`src/core/arl_map.svh`:
```
/*
 * Register offsets, field positions, reset values and widths of the
 * converter result latch port.
 * Assumes it is included by its bare name from core/ and sim/ files.
 */
`ifndef ARL_MAP_SVH
`define ARL_MAP_SVH

// ----------------------------------------------------------------------
// register offsets (word index on the plain register port)
// ----------------------------------------------------------------------
`define ARL_ADDR_W          4
`define ARL_DATA_W          16
`define ARL_ADDR_CTRL       4'h0
`define ARL_ADDR_STATUS     4'h1
`define ARL_ADDR_MASK       4'h2
`define ARL_ADDR_RESULT     4'h3
`define ARL_ADDR_STATE      4'h4

// ----------------------------------------------------------------------
// field positions
// ----------------------------------------------------------------------
`define ARL_CTRL_LATCH_FIT  0
`define ARL_EV_EOC          0
`define ARL_EV_PAIR         1
`define ARL_EV_OVERRUN      2
`define ARL_EV_W            3
`define ARL_ST_FMT16        0
`define ARL_ST_WAIT_LOW     1
`define ARL_ST_BUSY         2

// ----------------------------------------------------------------------
// reset values and data layout
// ----------------------------------------------------------------------
`define ARL_CTRL_RST        1'h1
`define ARL_MASK_RST        3'h0
`define ARL_FMT16_RST       1'h1
`define ARL_RES_W           12
`define ARL_NIB_W           4
`define ARL_SYNC_W          18

`endif

```
`src/core/arl_pkg.sv`:
```
/*
 * Types shared by the result latch port modules.
 * Assumes arl_map.svh is compiled alongside; holds no constants.
 */
`default_nettype none

package arl_pkg;

   // ----------------------------------------------------------------------
   // two-byte read sequence
   // ----------------------------------------------------------------------
   typedef enum logic [0:0] {
      ARL_WAIT_HIGH,
      ARL_WAIT_LOW
   } arl_seq_t;

   // rising edge of an active-low level, used for busy and read strobes
   function automatic logic arl_rise(input logic prev, input logic cur);
      arl_rise = cur & ~prev;
   endfunction

endpackage

`default_nettype wire

```
`src/core/arl_latch_if.sv`:
```
/*
 * Carrier between the port controller and the result latch store.
 * Assumes both ends run on the same core clock.
 */
`timescale 1ns/10ps
`default_nettype none
`include "arl_map.svh"

interface arl_latch_if;
   logic                     load;     // full word load pulse
   logic [`ARL_RES_W-1:0]    word_in;
   logic                     nib_cap;  // low nibble capture pulse
   logic [`ARL_NIB_W-1:0]    nib_in;
   logic [`ARL_RES_W-1:0]    word_q;   // held result

   modport ctl   (output load, output word_in, output nib_cap,
                  output nib_in, input word_q);
   modport store (input load, input word_in, input nib_cap,
                  input nib_in, output word_q);
endinterface

`default_nettype wire

```
`src/core/arl_sync.sv`:
```
/*
 * Two flip-flop synchroniser for a bundle of pin levels.
 * Assumes every bit is a level that may change at any time.
 */
`timescale 1ns/10ps
`default_nettype none

module arl_sync #(
   parameter int W = 1
) (
   input  wire logic          core_clk,
   input  wire logic [W-1:0]  pin_in,
   output logic      [W-1:0]  lvl_out
);

   // ----------------------------------------------------------------------
   // synchroniser stages
   // ----------------------------------------------------------------------
   logic [W-1:0] meta_q;

   // no reset: the first stage feeds only the second
   always_ff @(posedge core_clk) begin
      meta_q  <= pin_in;
      lvl_out <= meta_q;
   end

endmodule

`default_nettype wire

```
`src/core/arl_latch.sv`:
```
/*
 * Result latch store: upper byte and low nibble of the converter word.
 * Assumes load and capture are one-cycle pulses on the core clock.
 */
`timescale 1ns/10ps
`default_nettype none
`include "arl_map.svh"

module arl_latch (
   input  wire logic          core_clk,
   input  wire logic          sys_rst,
   arl_latch_if.store         lif
);

   // ----------------------------------------------------------------------
   // storage
   // ----------------------------------------------------------------------
   logic [`ARL_RES_W-1:0] word_d;
   logic [`ARL_RES_W-1:0] word_q;

   // full load beats nibble capture: the newer conversion wins
   always_comb begin
      word_d = word_q;
      if (lif.load) begin
         word_d = lif.word_in;
      end else if (lif.nib_cap) begin
         word_d[`ARL_NIB_W-1:0] = lif.nib_in;
      end
   end

   always_ff @(posedge core_clk) begin
      if (sys_rst) begin
         word_q <= 12'h000;
      end else begin
         word_q <= word_d;
      end
   end

   assign lif.word_q = word_q;

endmodule

`default_nettype wire

```
`src/core/arl_top.sv`:
```
/*
 * Converter result latch and byte port: presents a 12-bit conversion
 * result to a 16-bit host, a 12-bit header and an 8-bit host.
 * Assumes all converter and host pins are asynchronous to core_clk and
 * the format link is static after reset.
 */
// Added by the designer: the strobed register port and the register offsets.
// Operation
// 8-bit host reads high byte (bits 11..4) first, low nibble second.
// end of first combined select/read strobe captures low nibble.
// second byte read drives low nibble from the latch.
// in byte format a latch holds four result bits for the second read.
// busy rising edge loads the full result into the latches.
// latched data reach the bus only while an output enable is asserted.
// upper enable gates eight high bits, lower enable four low bits.
// format link picks one 16-bit read or two separate byte enables.
// 16-bit connector left justified, result bit 11 on host bit 15.
// host data bits 3 down to 0 always read zero.
// header connector carries only the twelve result bits.
// with latches fitted converter select and read held low.
// converter busy drives host interrupt line zero.
// host selects the board with its board select strobe.
// busy is the end-of-conversion interrupt before the result is read.

`timescale 1ns/10ps
`default_nettype none
`include "arl_map.svh"

module arl_top (
   input  wire logic                    core_clk,
   input  wire logic                    sys_rst,
   input  wire logic [`ARL_ADDR_W-1:0]  reg_addr,
   input  wire logic [`ARL_DATA_W-1:0]  reg_wdata,
   input  wire logic                    reg_wr,
   input  wire logic                    reg_rd,
   output logic      [`ARL_DATA_W-1:0]  reg_rdata,
   input  wire logic [`ARL_RES_W-1:0]   conv_data,
   input  wire logic                    conv_busy_n,
   output logic                         conv_cs_n,
   output logic                         conv_rd_n,
   input  wire logic                    board_select_strobe_n,
   input  wire logic                    host_rd_n,
   input  wire logic                    upper_byte_output_enable_n,
   input  wire logic                    low_nibble_output_enable_n,
   input  wire logic                    word_format_select_link,
   output logic                         host_interrupt_line_zero_n,
   output logic      [15:0]             host_data_o,
   output logic      [15:0]             host_data_oe,
   output logic      [`ARL_RES_W-1:0]   hdr_data_o,
   output logic      [`ARL_RES_W-1:0]   hdr_data_oe,
   output logic      [7:0]              byte_data_o,
   output logic                         byte_data_oe,
   output logic                         irq
);

   // ----------------------------------------------------------------------
   // pin synchronisation
   // ----------------------------------------------------------------------
   logic [`ARL_SYNC_W-1:0] pins_s;
   logic [`ARL_RES_W-1:0]  conv_s;
   logic                   busy_n_s;
   logic                   sel_n_s;
   logic                   rd_n_s;
   logic                   oe_up_n_s;
   logic                   oe_lo_n_s;
   logic                   link_s;

   arl_sync #(.W(`ARL_SYNC_W)) u_sync (
      .core_clk (core_clk),
      .pin_in   ({conv_data, conv_busy_n, board_select_strobe_n,
                  host_rd_n, upper_byte_output_enable_n,
                  low_nibble_output_enable_n, word_format_select_link}),
      .lvl_out  (pins_s)
   );

   // unpack the synchronised bundle
   assign conv_s    = pins_s[17:6];
   assign busy_n_s  = pins_s[5];
   assign sel_n_s   = pins_s[4];
   assign rd_n_s    = pins_s[3];
   assign oe_up_n_s = pins_s[2];
   assign oe_lo_n_s = pins_s[1];
   assign link_s    = pins_s[0];

   // ----------------------------------------------------------------------
   // result latch store
   // ----------------------------------------------------------------------
   arl_latch_if lif ();

   arl_latch u_latch (
      .core_clk (core_clk),
      .sys_rst  (sys_rst),
      .lif      (lif)
   );

   // ----------------------------------------------------------------------
   // registers and next values
   // ----------------------------------------------------------------------
   logic                   fit_q, fit_d;         // latches fitted
   logic                   fmt16_q, fmt16_d;     // 16-bit format
   logic                   strap_q, strap_d;     // format caught
   logic                   busy_prev_q, busy_prev_d;
   logic                   strb_prev_q, strb_prev_d;
   arl_pkg::arl_seq_t      seq_q, seq_d;
   logic [`ARL_EV_W-1:0]   status_q, status_d;
   logic [`ARL_EV_W-1:0]   mask_q, mask_d;
   logic [`ARL_EV_W-1:0]   ev_set;
   logic [`ARL_DATA_W-1:0] rdata_q, rdata_d;
   logic                   eoc_rise;
   logic                   strb_n;
   logic                   strb_end;
   logic                   up_en;
   logic                   lo_en;
   logic [`ARL_RES_W-1:0]  result;

   // combined select and read strobe, low while the board is read
   assign strb_n   = sel_n_s | rd_n_s;
   assign eoc_rise = arl_pkg::arl_rise(busy_prev_q, busy_n_s);
   assign strb_end = arl_pkg::arl_rise(strb_prev_q, strb_n);

   // without latches the converter drives the bus straight through
   assign result = fit_q ? lif.word_q : conv_s;

   // ----------------------------------------------------------------------
   // latch control
   // ----------------------------------------------------------------------
   // busy edge loads the whole word; byte mode grabs the nibble
   always_comb begin
      lif.load    = eoc_rise & fit_q;
      lif.word_in = conv_s;
      lif.nib_cap = strb_end & ~fmt16_q & (seq_q == arl_pkg::ARL_WAIT_HIGH);
      lif.nib_in  = conv_s[`ARL_NIB_W-1:0];
   end

   // ----------------------------------------------------------------------
   // control state: format strap, edges, byte sequence
   // ----------------------------------------------------------------------
   always_comb begin
      strap_d     = 1'b1;
      fmt16_d     = strap_q ? fmt16_q : link_s;
      busy_prev_d = busy_n_s;
      strb_prev_d = strb_n;
      seq_d       = seq_q;
      ev_set      = 3'h0;
      ev_set[`ARL_EV_EOC] = eoc_rise;
      case (seq_q)
         arl_pkg::ARL_WAIT_HIGH: begin
            // the high byte must come first, nibble latched at its end
            if (strb_end && !fmt16_q) begin
               seq_d = arl_pkg::ARL_WAIT_LOW;
            end
         end
         arl_pkg::ARL_WAIT_LOW: begin
            if (eoc_rise) begin
               // a new word before the low byte splits the pair
               ev_set[`ARL_EV_OVERRUN] = 1'b1;
               seq_d = arl_pkg::ARL_WAIT_HIGH;
            end else if (strb_end) begin
               ev_set[`ARL_EV_PAIR] = 1'b1;
               seq_d = arl_pkg::ARL_WAIT_HIGH;
            end
         end
         default: begin
            seq_d = arl_pkg::ARL_WAIT_HIGH;
         end
      endcase
      if (fmt16_q) begin
         seq_d = arl_pkg::ARL_WAIT_HIGH;
      end
   end

   // format is caught once, the first cycle after reset release
   always_ff @(posedge core_clk) begin
      if (sys_rst) begin
         strap_q     <= 1'b0;
         fmt16_q     <= `ARL_FMT16_RST;
         busy_prev_q <= 1'b1;
         strb_prev_q <= 1'b1;
         seq_q       <= arl_pkg::ARL_WAIT_HIGH;
      end else begin
         strap_q     <= strap_d;
         fmt16_q     <= fmt16_d;
         busy_prev_q <= busy_prev_d;
         strb_prev_q <= strb_prev_d;
         seq_q       <= seq_d;
      end
   end

   // ----------------------------------------------------------------------
   // register port and interrupt status
   // ----------------------------------------------------------------------
   // a status read clears; an event in the same cycle still sets
   always_comb begin
      fit_d    = fit_q;
      mask_d   = mask_q;
      status_d = status_q;
      rdata_d  = 16'h0000;
      if (reg_wr) begin
         if (reg_addr == `ARL_ADDR_CTRL) begin
            fit_d = reg_wdata[`ARL_CTRL_LATCH_FIT];
         end else if (reg_addr == `ARL_ADDR_MASK) begin
            mask_d = reg_wdata[`ARL_EV_W-1:0];
         end
      end
      if (reg_rd) begin
         if (reg_addr == `ARL_ADDR_CTRL) begin
            rdata_d[`ARL_CTRL_LATCH_FIT] = fit_q;
         end else if (reg_addr == `ARL_ADDR_STATUS) begin
            rdata_d[`ARL_EV_W-1:0] = status_q;
            status_d = 3'h0;
         end else if (reg_addr == `ARL_ADDR_MASK) begin
            rdata_d[`ARL_EV_W-1:0] = mask_q;
         end else if (reg_addr == `ARL_ADDR_RESULT) begin
            rdata_d[`ARL_RES_W-1:0] = result;
         end else if (reg_addr == `ARL_ADDR_STATE) begin
            rdata_d[`ARL_ST_FMT16]    = fmt16_q;
            rdata_d[`ARL_ST_WAIT_LOW] = (seq_q == arl_pkg::ARL_WAIT_LOW);
            rdata_d[`ARL_ST_BUSY]     = ~busy_n_s;
         end else begin
            rdata_d = 16'h0000; // unmapped reads zero
         end
      end
      status_d = status_d | ev_set;
   end

   always_ff @(posedge core_clk) begin
      if (sys_rst) begin
         fit_q    <= `ARL_CTRL_RST;
         mask_q   <= `ARL_MASK_RST;
         status_q <= 3'h0;
         rdata_q  <= 16'h0000;
      end else begin
         fit_q    <= fit_d;
         mask_q   <= mask_d;
         status_q <= status_d;
         rdata_q  <= rdata_d;
      end
   end

   assign reg_rdata = rdata_q;
   assign irq       = |(status_q & mask_q);

   // ----------------------------------------------------------------------
   // host and converter pin drive
   // ----------------------------------------------------------------------
   logic        cs_n_d, rd_n_d, int_n_d, boe_d;
   logic        cs_n_q, rd_n_q, int_n_q, boe_q;
   logic [15:0] hd_d, hd_q, hoe_d, hoe_q;
   logic [7:0]  bd_d, bd_q;

   // in 16-bit format either enable drives the whole word together
   always_comb begin
      up_en   = fmt16_q ? ~(oe_up_n_s & oe_lo_n_s) : ~oe_up_n_s;
      lo_en   = fmt16_q ? ~(oe_up_n_s & oe_lo_n_s) : ~oe_lo_n_s;
      cs_n_d  = fit_q ? 1'b0 : sel_n_s;
      rd_n_d  = fit_q ? 1'b0 : rd_n_s;
      int_n_d = busy_n_s;
      hd_d    = {result, 4'h0};
      hoe_d   = {{8{up_en}}, {4{lo_en}}, {4{lo_en}}};
      boe_d   = ~fmt16_q & ~strb_n;
      // high byte from result (latch word when fitted, else converter pins), second read from the latch
      if (seq_q == arl_pkg::ARL_WAIT_LOW) begin
         bd_d = {4'h0, lif.word_q[`ARL_NIB_W-1:0]};
      end else begin
         bd_d = result[11:4];
      end
   end

   // pins come from flops so the bus never sees a decode glitch
   always_ff @(posedge core_clk) begin
      if (sys_rst) begin
         cs_n_q  <= 1'b1;
         rd_n_q  <= 1'b1;
         int_n_q <= 1'b1;
         hd_q    <= 16'h0000;
         hoe_q   <= 16'h0000;
         bd_q    <= 8'h00;
         boe_q   <= 1'b0;
      end else begin
         cs_n_q  <= cs_n_d;
         rd_n_q  <= rd_n_d;
         int_n_q <= int_n_d;
         hd_q    <= hd_d;
         hoe_q   <= hoe_d;
         bd_q    <= bd_d;
         boe_q   <= boe_d;
      end
   end

   assign conv_cs_n                  = cs_n_q;
   assign conv_rd_n                  = rd_n_q;
   assign host_interrupt_line_zero_n = int_n_q;
   assign host_data_o                = hd_q;
   assign host_data_oe               = hoe_q;
   assign hdr_data_o                 = hd_q[15:4];
   assign hdr_data_oe                = hoe_q[15:4];
   assign byte_data_o                = bd_q;
   assign byte_data_oe               = boe_q;

endmodule

`default_nettype wire

```
`config.mk`:
```
export PLATFORM = sky130hd
export DESIGN_NAME = arl_top
export DESIGN_NICKNAME = d
export VERILOG_FILES = /design/src/core/arl_pkg.sv /design/src/core/arl_latch_if.sv /design/src/core/arl_sync.sv /design/src/core/arl_latch.sv /design/src/core/arl_top.sv
export VERILOG_INCLUDE_DIRS = /design/src /design/src/core
export SDC_FILE = /design/constraint.sdc
export NUM_CORES = 1
export LEC_CHECK = 0
export BUFFER_PORTS_ARGS = -buffer_cell sky130_fd_sc_hd__buf_2
export CAP_MARGIN = 20
export CORE_AREA = 2 2 104 86
export CTS_BUF_LIST = sky130_fd_sc_hd__clkbuf_8
export DETAILED_ROUTE_END_ITERATION = 8
export DIE_AREA = 0 0 106 88
export GPL_ROUTABILITY_DRIVEN = 0
export PLACE_DENSITY = 0.67
export SLEW_MARGIN = 20
export SYNTH_ARGS = -nofsm -noshare
export SYNTH_HDL_FRONTEND = slang
export SYNTH_SLANG_ARGS = --single-unit
```
`constraint.sdc`:
```
create_clock -name core_clk -period 1.6 [get_ports core_clk]
set_clock_uncertainty 0.05 [all_clocks]
set_input_delay 0.16 -clock core_clk [delete_from_list [all_inputs] [get_ports core_clk]]
set_output_delay 0.16 -clock core_clk [all_outputs]
set_load 0.005 [all_outputs]
```
After elaboration in Yosys (flattened, before gate mapping)
Cells that the tools add are included.
{"block": "classes", "n_reduce_logical": 13, "bitwise": 22, "n_mux": 25, "n_eq_ne": 4}
{"operator": "two-way mux 3 bit", "n": 7}
{"operator": "two-way mux 1 bit", "n": 12}
{"operator": "two-way mux 12 bit", "n": 1}
{"operator": "two-way mux 4 bit", "n": 3}
{"operator": "inverter 1 bit", "n": 12}
{"operator": "== test 4 x 2 -> 1 bit (second input constant)", "n": 2}
{"operator": "bitwise AND 1 bit", "n": 7}
{"operator": "OR reduction 2 bit", "n": 3}
{"operator": "OR reduction 3 bit", "n": 2}
{"operator": "OR reduction 6 bit", "n": 1}
{"operator": "== test 4 x 1 -> 1 bit (second input constant)", "n": 1}
{"operator": "== test 4 x 3 -> 1 bit (second input constant)", "n": 1}
{"operator": "zero test 4 bit", "n": 1}
{"operator": "OR reduction 4 bit", "n": 1}
{"operator": "bitwise AND 3 bit", "n": 1}
{"operator": "OR 3 bit", "n": 1}
{"operator": "AND reduction 3 bit", "n": 1}
{"operator": "two-way mux 2 bit", "n": 1}
{"operator": "case mux 1 bit (2 select lines)", "n": 1}
{"operator": "AND reduction 2 bit", "n": 1}
{"operator": "nonzero test 2 bit", "n": 1}
{"operator": "logical AND 1 bit", "n": 1}
{"operator": "zero test 1 bit", "n": 1}
{"operator": "OR 1 bit", "n": 1}
{"block": "word_totals", "input_bits": 42, "wordCells": 88, "ff_bits": 112}

Logic depth before layout (Yosys ltp)
Gate-level depths: netlist (run 1).
{"block": "depth", "depth_word": 6, "depth_mapped": 6, "ltp_nobuf": 4}

Cells and area by module
A second synthesis (run 1) with hierarchy kept.
{"block": "unflattened", "hier_cells": 309, "area_unflattened_um2": 3300.7}
{"mod": "arl_top", "cells_each": 229, "instances": 1, "area_each_um2": 2103.3, "seq_area_each_um2": 980.9}
{"mod": "arl_sync", "cells_each": 36, "instances": 1, "area_each_um2": 720.7, "seq_area_each_um2": 720.7}
{"mod": "arl_latch", "cells_each": 44, "instances": 1, "area_each_um2": 476.7, "seq_area_each_um2": 240.2}

Worst setup path before layout (run 1)
Ideal clock, no wire load.
{"block": "synth_path", "path_kind": "register to register", "startpoint": "reg fit_q", "endpoint": "reg bd_q[2] (netlist: byte_data_o[2])", "period_less_slack_ns": 1.305, "setup_slack_ns": 0.295, "n_path_buf": 2, "stages_incl_launch_ff": 7, "t_required_ns": 1.422, "arrival_ns": 1.128, "path_cell_list": "dfxtp_1 > buf_2 > buf_4 > mux2i_1 > nor2_1 > a21oi_1 > nor2_1"}
{"block": "synth_via", "elab_chain_len": 2}
{"element": "from (decl)", "line_no": "arl_top.sv:99", "text": "logic fit_q, fit_d;"}
{"element": "from (signal assigned)", "line_no": "arl_top.sv:228", "text": "fit_q <= `ARL_CTRL_RST;"}
{"element": "from (signal assigned)", "line_no": "arl_top.sv:233", "text": "fit_q <= fit_d;"}
{"element": "two-way mux 12 bit", "line_no": "arl_top.sv:122", "text": "assign result = fit_q ? lif.word_q : conv_s;"}
{"element": "two-way mux 4 bit", "line_no": "arl_top.sv:262", "text": "if (seq_q == arl_pkg::ARL_WAIT_LOW) begin"}
{"element": "to (signal assigned)", "line_no": "arl_top.sv:277", "text": "bd_q <= 8'h00;"}
{"element": "to (signal assigned)", "line_no": "arl_top.sv:285", "text": "bd_q <= bd_d;"}
{"element": "to (decl)", "line_no": "arl_top.sv:249", "text": "logic [7:0] bd_d, bd_q;"}
Every way passes these cells.
A chain may end at the register's enable or synchronous reset.

Final worst setup path (run 1)
{"block": "layout_path", "startpoint": "reg status_q[1]", "endpoint": "out irq"}
{"block": "layout_via", "elab_chain_len": 2}
{"element": "from (decl)", "line_no": "arl_top.sv:105", "text": "logic [`ARL_EV_W-1:0] status_q, status_d;"}
{"element": "from (signal assigned)", "line_no": "arl_top.sv:235", "text": "status_q <= status_d;"}
{"element": "bitwise AND 3 bit", "line_no": "arl_top.sv:241", "text": "assign irq = |(status_q & mask_q);"}
{"element": "OR reduction 3 bit", "line_no": "arl_top.sv:241"}
{"element": "to (decl)", "line_no": "arl_top.sv:53", "text": "output logic irq"}
Every way passes these cells.

==> metrics.yaml, run 1 <==
tightest_slew_ns: 0.523
holdPathStages: 3
synthCells: 302
io_pins: 127
hp-class: "in2reg"
ys_seq_elements: 97
cts_buffers: 9
drcViolationCount: 0
die_h_um: 88
async_flop_share: 0
die_area_sq_um: 9330
wirelength_um: 6130
ys_types: 41
fin_cells: 510
ir_drop_mv: 0.569
cp.arrival_ns: 1.29
setup_viol: 0
synth_mux_area_frac: 0.0896
hold_ws_ns: 0.0222
grt_pass1_wl_um: 9770
hold_viol: 0
core.rowCount: 30
ff2ff_setup_slack_ns: 0.20
dr.pass1.iters: 4
clk_latency_ns: 0.34
yosysMostFrequentCell: "dfxtp_1"
root_buffer: "clkbuf_8"
rsz0062_at_grt: "false"
r2r_start: "fit_q"
cp_data_required_time_ns: 1.39
crit_type: "reg2out"
syn_area_per_cell_sq_um: 10.8
fillCellCount: 814
final_max_slew_viol_count: 0
fin_crit_sh: 0.935
yosys_warnings: 0
dp.cells: 475
synth_compound_area_frac: 0.0585
drtAntennaViolNets: 0
via_count: 2243
htreeDepth: 3
synth_edf_count: 0
min_to: "mask_q[0]"
worst_r2r_endpoint: "reg_rdata[0]"
ff2ff_path_depth: 4
drive_above_1_share: 0.339
synth_top_family_by_area: "buffers and inverters"
fin_nets: 436
cp-start-kind: "flop"
yosysSeqAreaShare: 0.597
start_util: 0.392
tritoncts: "done"
outcome: "complete, no violations"
fin_ws_ns: 0.104
core_area_sq_um: 8300
antenna_found_initial: 0
die_w_um: 106
wl_per_cell_um: 12.0
path_clk_slew_ns: 0.08
ys.flop_type: "dfxtp_1"
min_period_ns: 1.50
final_core_util: 0.481
timing.setup.tns_ns: 0
p_leak_nw: 2.04
viasPerCell: 4.40
dp_hpwl_um: 4360
drt-initial-drc-count: 166
grtUsageTotal: 0.138
p_per_area_nw_per_um2: 1090
netlist.area_leader.share: 0.597
synthSimpleGateAreaFrac: 0.121
timing.fmax_ghz: 0.668
post_cts_buffers: 0
synthTopCellsByArea: "dfxtp_1 (60%), buf_4 (11%), mux2i_1 (8.6%)"
synth_area_sq_um: 3250
io_buffers: 105
synth_largest_area_cell: "dfxtp_1"
cts_resized: 0
synth_commonest_cells: "dfxtp_1 (97), nor2_1 (49), buf_4 (48)"
antenna_cells: 0
pre_cts_slack_ns: 0.237
area_delta_synth_final_pct: 22.7
grt_max_degree: 25
clk_path_buf_depth: 2
overflow: 0
grt_pass1_vias: 2055
relSlewSlack: 0.651
synth_fa_ha_area_frac: 0
synthXorXnorAreaFrac: 0
cts_sinks: 97
maxCapViolations: 0
endpoint_kind: "output pin"
crit_fanout: 3
hp-start: "reg_wdata[0]"
==> power by group <==
part	leakage (nW)	switching, W	internal (W)
Combinational	1.15	0.000153	0.000170
Clock	0.0885	0.000766	0.000705
Sequential	0.800	0.0000439	0.00250
==> final cells by class <==
cell class	instances	area, sq um	share of cell area
sequential	97	1940	0.486
multi-input combinational	146	905	0.227
timing repair buffer	132	791	0.198
tap	112	140	0.0351
clock buffer	9	124	0.0310
clock inverter	6	61.3	0.0154
inverter	8	30.0	0.00752
==> cell usage in the layout (no fill, tap or decap), types with 2 or more instances in the layout <==
cell / netlist / routed
buf_2: 4 / 105
dfxtp_1: 97 / 97
nor2_1: 49 / 49
mux2i_1: 28 / 28
dlygate4sd3_1: 0 / 20
inv_1: 8 / 9
nand2_1: 9 / 9
clkbuf_8: 0 / 9
a21oi_1: 8 / 8
conb_1: 1 / 8
nor3_1: 6 / 6
buf_4: 48 / 6
nand2b_1: 3 / 3
o21ai_0: 3 / 3
nand3_1: 3 / 3
clkinvlp_4: 0 / 3
o21ai_1: 2 / 2
nor2b_1: 2 / 2
a21o_1: 2 / 2
==> flip-flops by register name, summed over array words and instances (netlist names), 2 cells and up <==
signal / count
byte_data_o: 8
u_sync.lvl_out: 18
u_sync.meta_q: 18
host_data_oe: 2
mask_q: 3
host_data_o: 12
status_q: 3
reg_rdata: 12
u_latch.lif.word_q: 12
==> worst max path at each step <==
stage                      startpoint              to  slack (ns)  cells past startpoint
after detailed placement        fit_q    reg_rdata[0]        0.24                      4
after floorplan                 fit_q  byte_data_o[2]        0.29                      6
after CTS                 status_q[1]             irq        0.14                      3
final                     status_q[1]             irq        0.10                      3
after global placement    reg_addr[2]   reg_rdata[11]        0.24                      5
after global routing      status_q[1]             irq        0.04                      3
==> cell families after synthesis <==
kind of cell	Yosys count
AOI/OAI and AO/OA	26
buffers and inverters	66
DFF	97
muxes	29
other	1
and+or+nand+nor	83
==> layer usage <==
metal  track usage  part of all wire
met4        0.0502            0.0036
met3        0.0588             0.071
met5             0                 0
met1         0.167              0.46
met2         0.223              0.46
==> metrics by stage <==
step / total power [W] / cell area [sq um]
floorplan: 0.00283 / 3280
global placement: 0.00289 / 3610
detailed placement: 0.00289 / 3610
CTS: 0.00440 / 3990
global route: 0.00457 / 3990
finish: 0.00434 / 3990
==> what timing repair did <==
action	CTS	global route
hold buffers	20	0
endpoints found under the setup margin	0	0
endpoints found under the hold margin	20	0
==> critical path: stages, from the launching register on <==
cell and delay [ns]:
dfxtp_1 0.34, a222oi_1 0.40, inv_1 0.07, buf_2 0.13
Power figures use the tool's default switching activity.
==> inputs of run 2 (changes only) <==
--- a/config.mk
+++ b/config.mk
@@ -14,6 +14,7 @@
 export DIE_AREA = 0 0 106 88
 export GPL_ROUTABILITY_DRIVEN = 0
 export PLACE_DENSITY = 0.67
+export REMOVE_ABC_BUFFERS = 1
 export SLEW_MARGIN = 20
 export SYNTH_ARGS = -nofsm -noshare
 export SYNTH_HDL_FRONTEND = slang
==> run 2 against run 1 <==
Clock power rose by 24%; critical endpoint unchanged; setup slack got worse by 0.023 ns; first-iteration DRC count decreased by 58%; register-to-register slack better by 0.08 ns; highest routed layer unchanged; maximum frequency decreased by 1.5%; count of clock-buffer cells in the layout stayed put; largest power group unchanged.
==> metrics.yaml, run 2 (synthesized netlist as in run 1, its figures left out) <==
root_buffer: "clkbuf_8"
cts_buffers: 9  # unchanged
p_per_area_nw_per_um2: 1160  # +7.1%
ff2ff_path_depth: 3  # -1
hold_ws_ns: 0.0258  # +0.00358 ns
crit_type: "reg2out"
outcome: "complete, no violations"
clk_latency_ns: 0.36  # +0.02 ns
core_area_sq_um: 8300  # unchanged
cp_data_required_time_ns: 1.39  # about the same
final_max_slew_viol_count: 0  # unchanged
min_period_ns: 1.52  # +0.0232 ns
clk_path_buf_depth: 2  # unchanged
reg_top3: "u_sync.lvl_out x18, u_sync.meta_q x18"
drt-initial-drc-count: 69  # -58%
worst_r2r_endpoint: "u_latch.lif.word_q[1]"
antenna_cells: 0  # unchanged
drtAntennaViolNets: 0  # unchanged
cts_resized: 0  # unchanged
die_h_um: 88  # unchanged
r2r_start: "seq_q"
layout_commonest_cell: "buf_2"
antenna_found_initial: 0  # unchanged
start_util: 0.392  # unchanged
crit_path_end: "irq"
post_cts_buffers: 0  # unchanged
wirelength_um: 6040  # -1.5%
die_area_sq_um: 9330  # unchanged
setup_viol: 0  # unchanged
hp-class: "in2reg"
ff2ff_setup_slack_ns: 0.28  # +0.08 ns
dp_hpwl_um: 4340  # -0.53%
viasPerCell: 4.37  # -0.53%
io_pins: 127  # unchanged
path_clk_slew_ns: 0.09  # about the same
cts_sinks: 97  # unchanged
cp.arrival_ns: 1.31  # +0.02 ns
fin_crit_sh: 0.950  # +0.0145
endpoint_kind: "output pin"
grt_pass1_wl_um: 9870  # +0.99%
area_delta_synth_final_pct: 24.0
htreeDepth: 3  # unchanged
grtUsageTotal: 0.137  # -0.00158
drcViolationCount: 0  # unchanged
wl_per_cell_um: 11.8  # -1.5%
fillCellCount: 795  # -2.3%
cp-start-kind: "flop"
drive_above_1_share: 0.342  # +0.00251
tritoncts: "done"
ir_drop_mv: 0.464  # -18%
die_w_um: 106  # unchanged
startpoint: "status_q[1]"
p_leak_nw: 2.06  # +0.97%
io_buffers: 105  # unchanged
grt_max_degree: 26  # +4.0%
timing.fmax_ghz: 0.658  # -1.5%
via_count: 2231  # -0.53%
grt_pass1_vias: 2047  # -0.39%
rsz0062_at_grt: "false"
hold_viol: 0  # unchanged
core.rowCount: 30  # unchanged
most-common-layout-cells: "buf_2 (105), dfxtp_1 (97), nor2_1 (49)"
final_core_util: 0.486  # +0.00498
crit_fanout: 3  # unchanged
overflow: 0  # unchanged
fin_nets: 436  # unchanged
maxCapViolations: 0  # unchanged
dr.pass1.iters: 4  # unchanged
[run 2: changes by cell type in the layout (fill, tap and decap cells not counted), sizes merged]
cell	before	now
bufinv	1	3
clkinvlp	3	1
[run 2: how the worst min path moves through the flow]
| stage | startpoint | end | slack [ns] | depth (start not counted) |
|---|---|---|---|---|
| after floorplan | word_format_select_link | u_sync.meta_q[0] | 0.14 | 0 |
| after global placement | board_select_strobe_n | u_sync.meta_q[4] | 0.21 | 1 |
| after detailed placement | board_select_strobe_n | u_sync.meta_q[4] | 0.21 | 1 |
| after CTS | reg_wdata[0] | mask_q[0] | 0.04 | 3 |
| after global routing | reg_wdata[0] | mask_q[0] | 0.04 | 3 |
| final | reg_wdata[0] | mask_q[0] | 0.03 | 3 |
[run 2: per-stage QoR]
step | std cells | TNS [ns] | power (W) | cell area, sq um | setup WS [ns]
global placement | 475 | 0 | 0.00288 | 3590 | 0.276
detailed placement | 475 | 0 | 0.00289 | 3590 | 0.262
CTS | 510 | 0 | 0.00475 | 4030 | 0.0722
floorplan | 251 | -0.983 | 0.00272 | 2880 | -0.185
global route | 510 | 0 | 0.00492 | 4030 | 0.00735
finish | 510 | 0 | 0.00470 | 4030 | 0.0803
[run 2: layout make-up]
| type | count | area [sq um] | share of cell area |
|---|---|---|---|
| inverters | 8 | 30.0 | 0.00744 |
| clock inverters | 6 | 115 | 0.0285 |
| clock buffers | 9 | 124 | 0.0307 |
| repair buffers | 132 | 778 | 0.193 |
| well taps | 112 | 140 | 0.0347 |
| multi-input cells | 146 | 905 | 0.224 |
| flip-flops and latches | 97 | 1940 | 0.481 |
[run 2: repair_timing]
action	4_1_cts	5_1_grt
endpoints found under the hold margin	20	0
endpoints found under the setup margin	0	1
hold buffers	20	0
[run 2: where the power goes]
part / internal (W) / total (W) / switching [W]
logic: 0.000169 / 0.000320 / 0.000151
clock network: 0.00104 / 0.00183 / 0.000795
registers: 0.00250 / 0.00255 / 0.0000437
[run 2: routing by layer]
| layer | GRT usage | wire length [um] |
|---|---|---|
| met1 | 0.177 | 2720 |
| met2 | 0.219 | 2890 |
| met3 | 0.0484 | 354 |
| met4 | 0.0395 | 72 |
| met5 | 0 | 0 |
[run 2: critical path, stage by stage (launching register included)]
cell and delay, ns:
dfxtp_1 0.36, a222oi_1 0.37, inv_1 0.08, buf_2 0.14
==> inputs of run 3 (changes only) <==
--- a/config.mk
+++ b/config.mk
@@ -8,10 +8,10 @@
 export LEC_CHECK = 0
 export BUFFER_PORTS_ARGS = -buffer_cell sky130_fd_sc_hd__buf_2
 export CAP_MARGIN = 20
-export CORE_AREA = 2 2 104 86
+export CORE_AREA = 2 2 84 106
 export CTS_BUF_LIST = sky130_fd_sc_hd__clkbuf_8
 export DETAILED_ROUTE_END_ITERATION = 8
-export DIE_AREA = 0 0 106 88
+export DIE_AREA = 0 0 86 108
 export GPL_ROUTABILITY_DRIVEN = 0
 export PLACE_DENSITY = 0.67
 export REMOVE_ABC_BUFFERS = 1
==> run 3 against run 2 <==
Sequential power is essentially flat; total power is 8.4% lower; highest routed layer unchanged; via count is 0.45% lower; global-route usage fell by 0.24 points; setup slack better by 0.030 ns; design area is 1.6% lower; hold slack better by 0.050 ns; critical endpoint unchanged; routed wire length rose by 0.98%; non-clock buffer count rose by 2; largest power group unchanged.
==> metrics.yaml, run 3 (synthesized netlist as in run 1, its figures left out) <==
maxCapViolations: 0  # unchanged
clk_path_buf_depth: 2  # unchanged
htreeDepth: 3  # unchanged
r2r_start: "fit_q"
drt-initial-drc-count: 83  # +20%
ctsHoldBuffers: 21  # +5.0%
via_count: 2221  # -0.45%
io_buffers: 105  # unchanged
grt_max_degree: 31  # +19%
die_h_um: 108  # +23%
cp-start-kind: "flop"
final_core_util: 0.485  # -0.00162
post_cts_buffers: 0  # unchanged
hp-start: "reg_wr"
met3_wirelength_um: 241  # -32%
wl_met1_um: 2550  # -6.1%
wirelength_um: 6100  # +0.98%
cp.arrival_ns: 1.28  # -0.03 ns
drcViolationCount: 0  # unchanged
setup_viol: 0  # unchanged
holdPathStages: 3  # unchanged
cts_buffers: 9  # unchanged
endpoint_kind: "output pin"
path_clk_slew_ns: 0.09  # about the same
drtAntennaViolNets: 0  # unchanged
grt_pass1_wl_um: 9570  # -3.0%
most-common-layout-cells: "buf_2 (105), dfxtp_1 (97), nor2_1 (49)"
cts_resized: 0  # unchanged
ff2ff_setup_slack_ns: 0.27  # about the same
final_max_slew_viol_count: 0  # unchanged
dr.pass1.iters: 4  # unchanged
die_w_um: 86  # -19%
reg_top3: "u_sync.lvl_out x18, u_sync.meta_q x18"
grt_pass1_vias: 2082  # +1.7%
crit_fanout: 3  # unchanged
area_delta_synth_final_pct: 22.1
antenna_cells: 0  # unchanged
timing.setup.tns_ns: 0  # unchanged
root_buffer: "clkbuf_8"
design_area_sq_um: 3970  # -1.6%
grtUsageTotal: 0.134  # -0.00237
p_per_area_nw_per_um2: 1080  # -7.0%
wl_per_cell_um: 12.3  # +3.6%
core.rowCount: 37  # +23%
antenna_found_initial: 0  # unchanged
pre_cts_slack_ns: 0.270  # +0.00851 ns
outcome: "complete, no violations"
core_area_sq_um: 8190  # -1.2%
fin_ws_ns: 0.110  # +0.0298 ns
fin_crit_sh: 0.931  # -0.0186
clk_latency_ns: 0.35  # about the same
rsz0062_at_grt: "false"
dp_hpwl_um: 4310  # -0.70%
cp_data_required_time_ns: 1.39  # about the same
fillCellCount: 791  # -0.50%
min_to: "fit_q"
hp-class: "in2reg"
viasPerCell: 4.47  # +2.2%
start_util: 0.397  # +0.00485
drive_above_1_share: 0.343  # +0.000791
cts_sinks: 97  # unchanged
ir_drop_mv: 0.538  # +16%
tritoncts: "done"
worst_r2r_endpoint: "reg_rdata[2]"
ff2ff_path_depth: 4  # +1
wl_met2_um: 3160  # +9.3%
timing.fmax_ghz: 0.671  # +2.0%
dp.cells: 461  # -2.9%
min_period_ns: 1.49  # -0.0298 ns
dpl-instance-area_sq_um: 3580  # -0.31%
fin_cells: 497  # -2.5%
hold_viol: 0  # unchanged
die_area_sq_um: 9290  # -0.43%
p_leak_nw: 2.04  # -1.0%
top_layer_used: "met4"
io_pins: 127  # unchanged
layout_commonest_cell: "buf_2"
overflow: 0  # unchanged
fin_nets: 438  # +0.46%
crit_type: "reg2out"
==> run 3: per-stage QoR <==
step | hold slack [ns] | power (W)
after global routing | 0.0790 | 0.00451
after floorplan | 0.138 | 0.00272
after detailed placement | 0.214 | 0.00289
final | 0.0755 | 0.00430
after CTS | 0.0528 | 0.00437
after global placement | 0.213 | 0.00288
==> run 3: how the worst max path moves through the flow <==
stage / from / end / slack (ns) / cells past startpoint
after CTS: status_q[1] / irq / 0.07 / 3
after global routing: status_q[1] / irq / 0.02 / 3
final: status_q[1] / irq / 0.11 / 3
after global placement: reg_addr[2] / reg_rdata[2] / 0.28 / 5
after detailed placement: fit_q / u_latch.lif.word_q[3] / 0.27 / 5
after floorplan: fit_q / u_latch.lif.word_q[0] / -0.19 / 4
==> run 3: routing by layer <==
metal | global-route usage | vias up
li1 | - | 1126
met1 | 0.158 | 1021
met2 | 0.227 | 62
met3 | 0.0229 | 12
met4 | 0.0805 | 0
met5 | 0 | -
==> run 3: final cells by class <==
cell class	count	area, sq um	area share
flip-flops and latches	97	1940	0.489
clock inverters	5	40.0	0.0101
repair buffers	134	796	0.200
well taps	97	121	0.0306
multi-input cells	146	905	0.228
inverters	8	30.0	0.00756
clock buffers	10	138	0.0347
==> run 3: where the power goes <==
part | total, W | switching (W) | internal (W)
registers | 0.00254 | 0.0000420 | 0.00250
clock network | 0.00144 | 0.000824 | 0.000613
logic | 0.000322 | 0.000150 | 0.000172
==> run 3: worst max-delay path: stages (launching register included) <==
cell and delay, ns:
dfxtp_1 0.35, a222oi_1 0.37, inv_1 0.08, buf_2 0.13
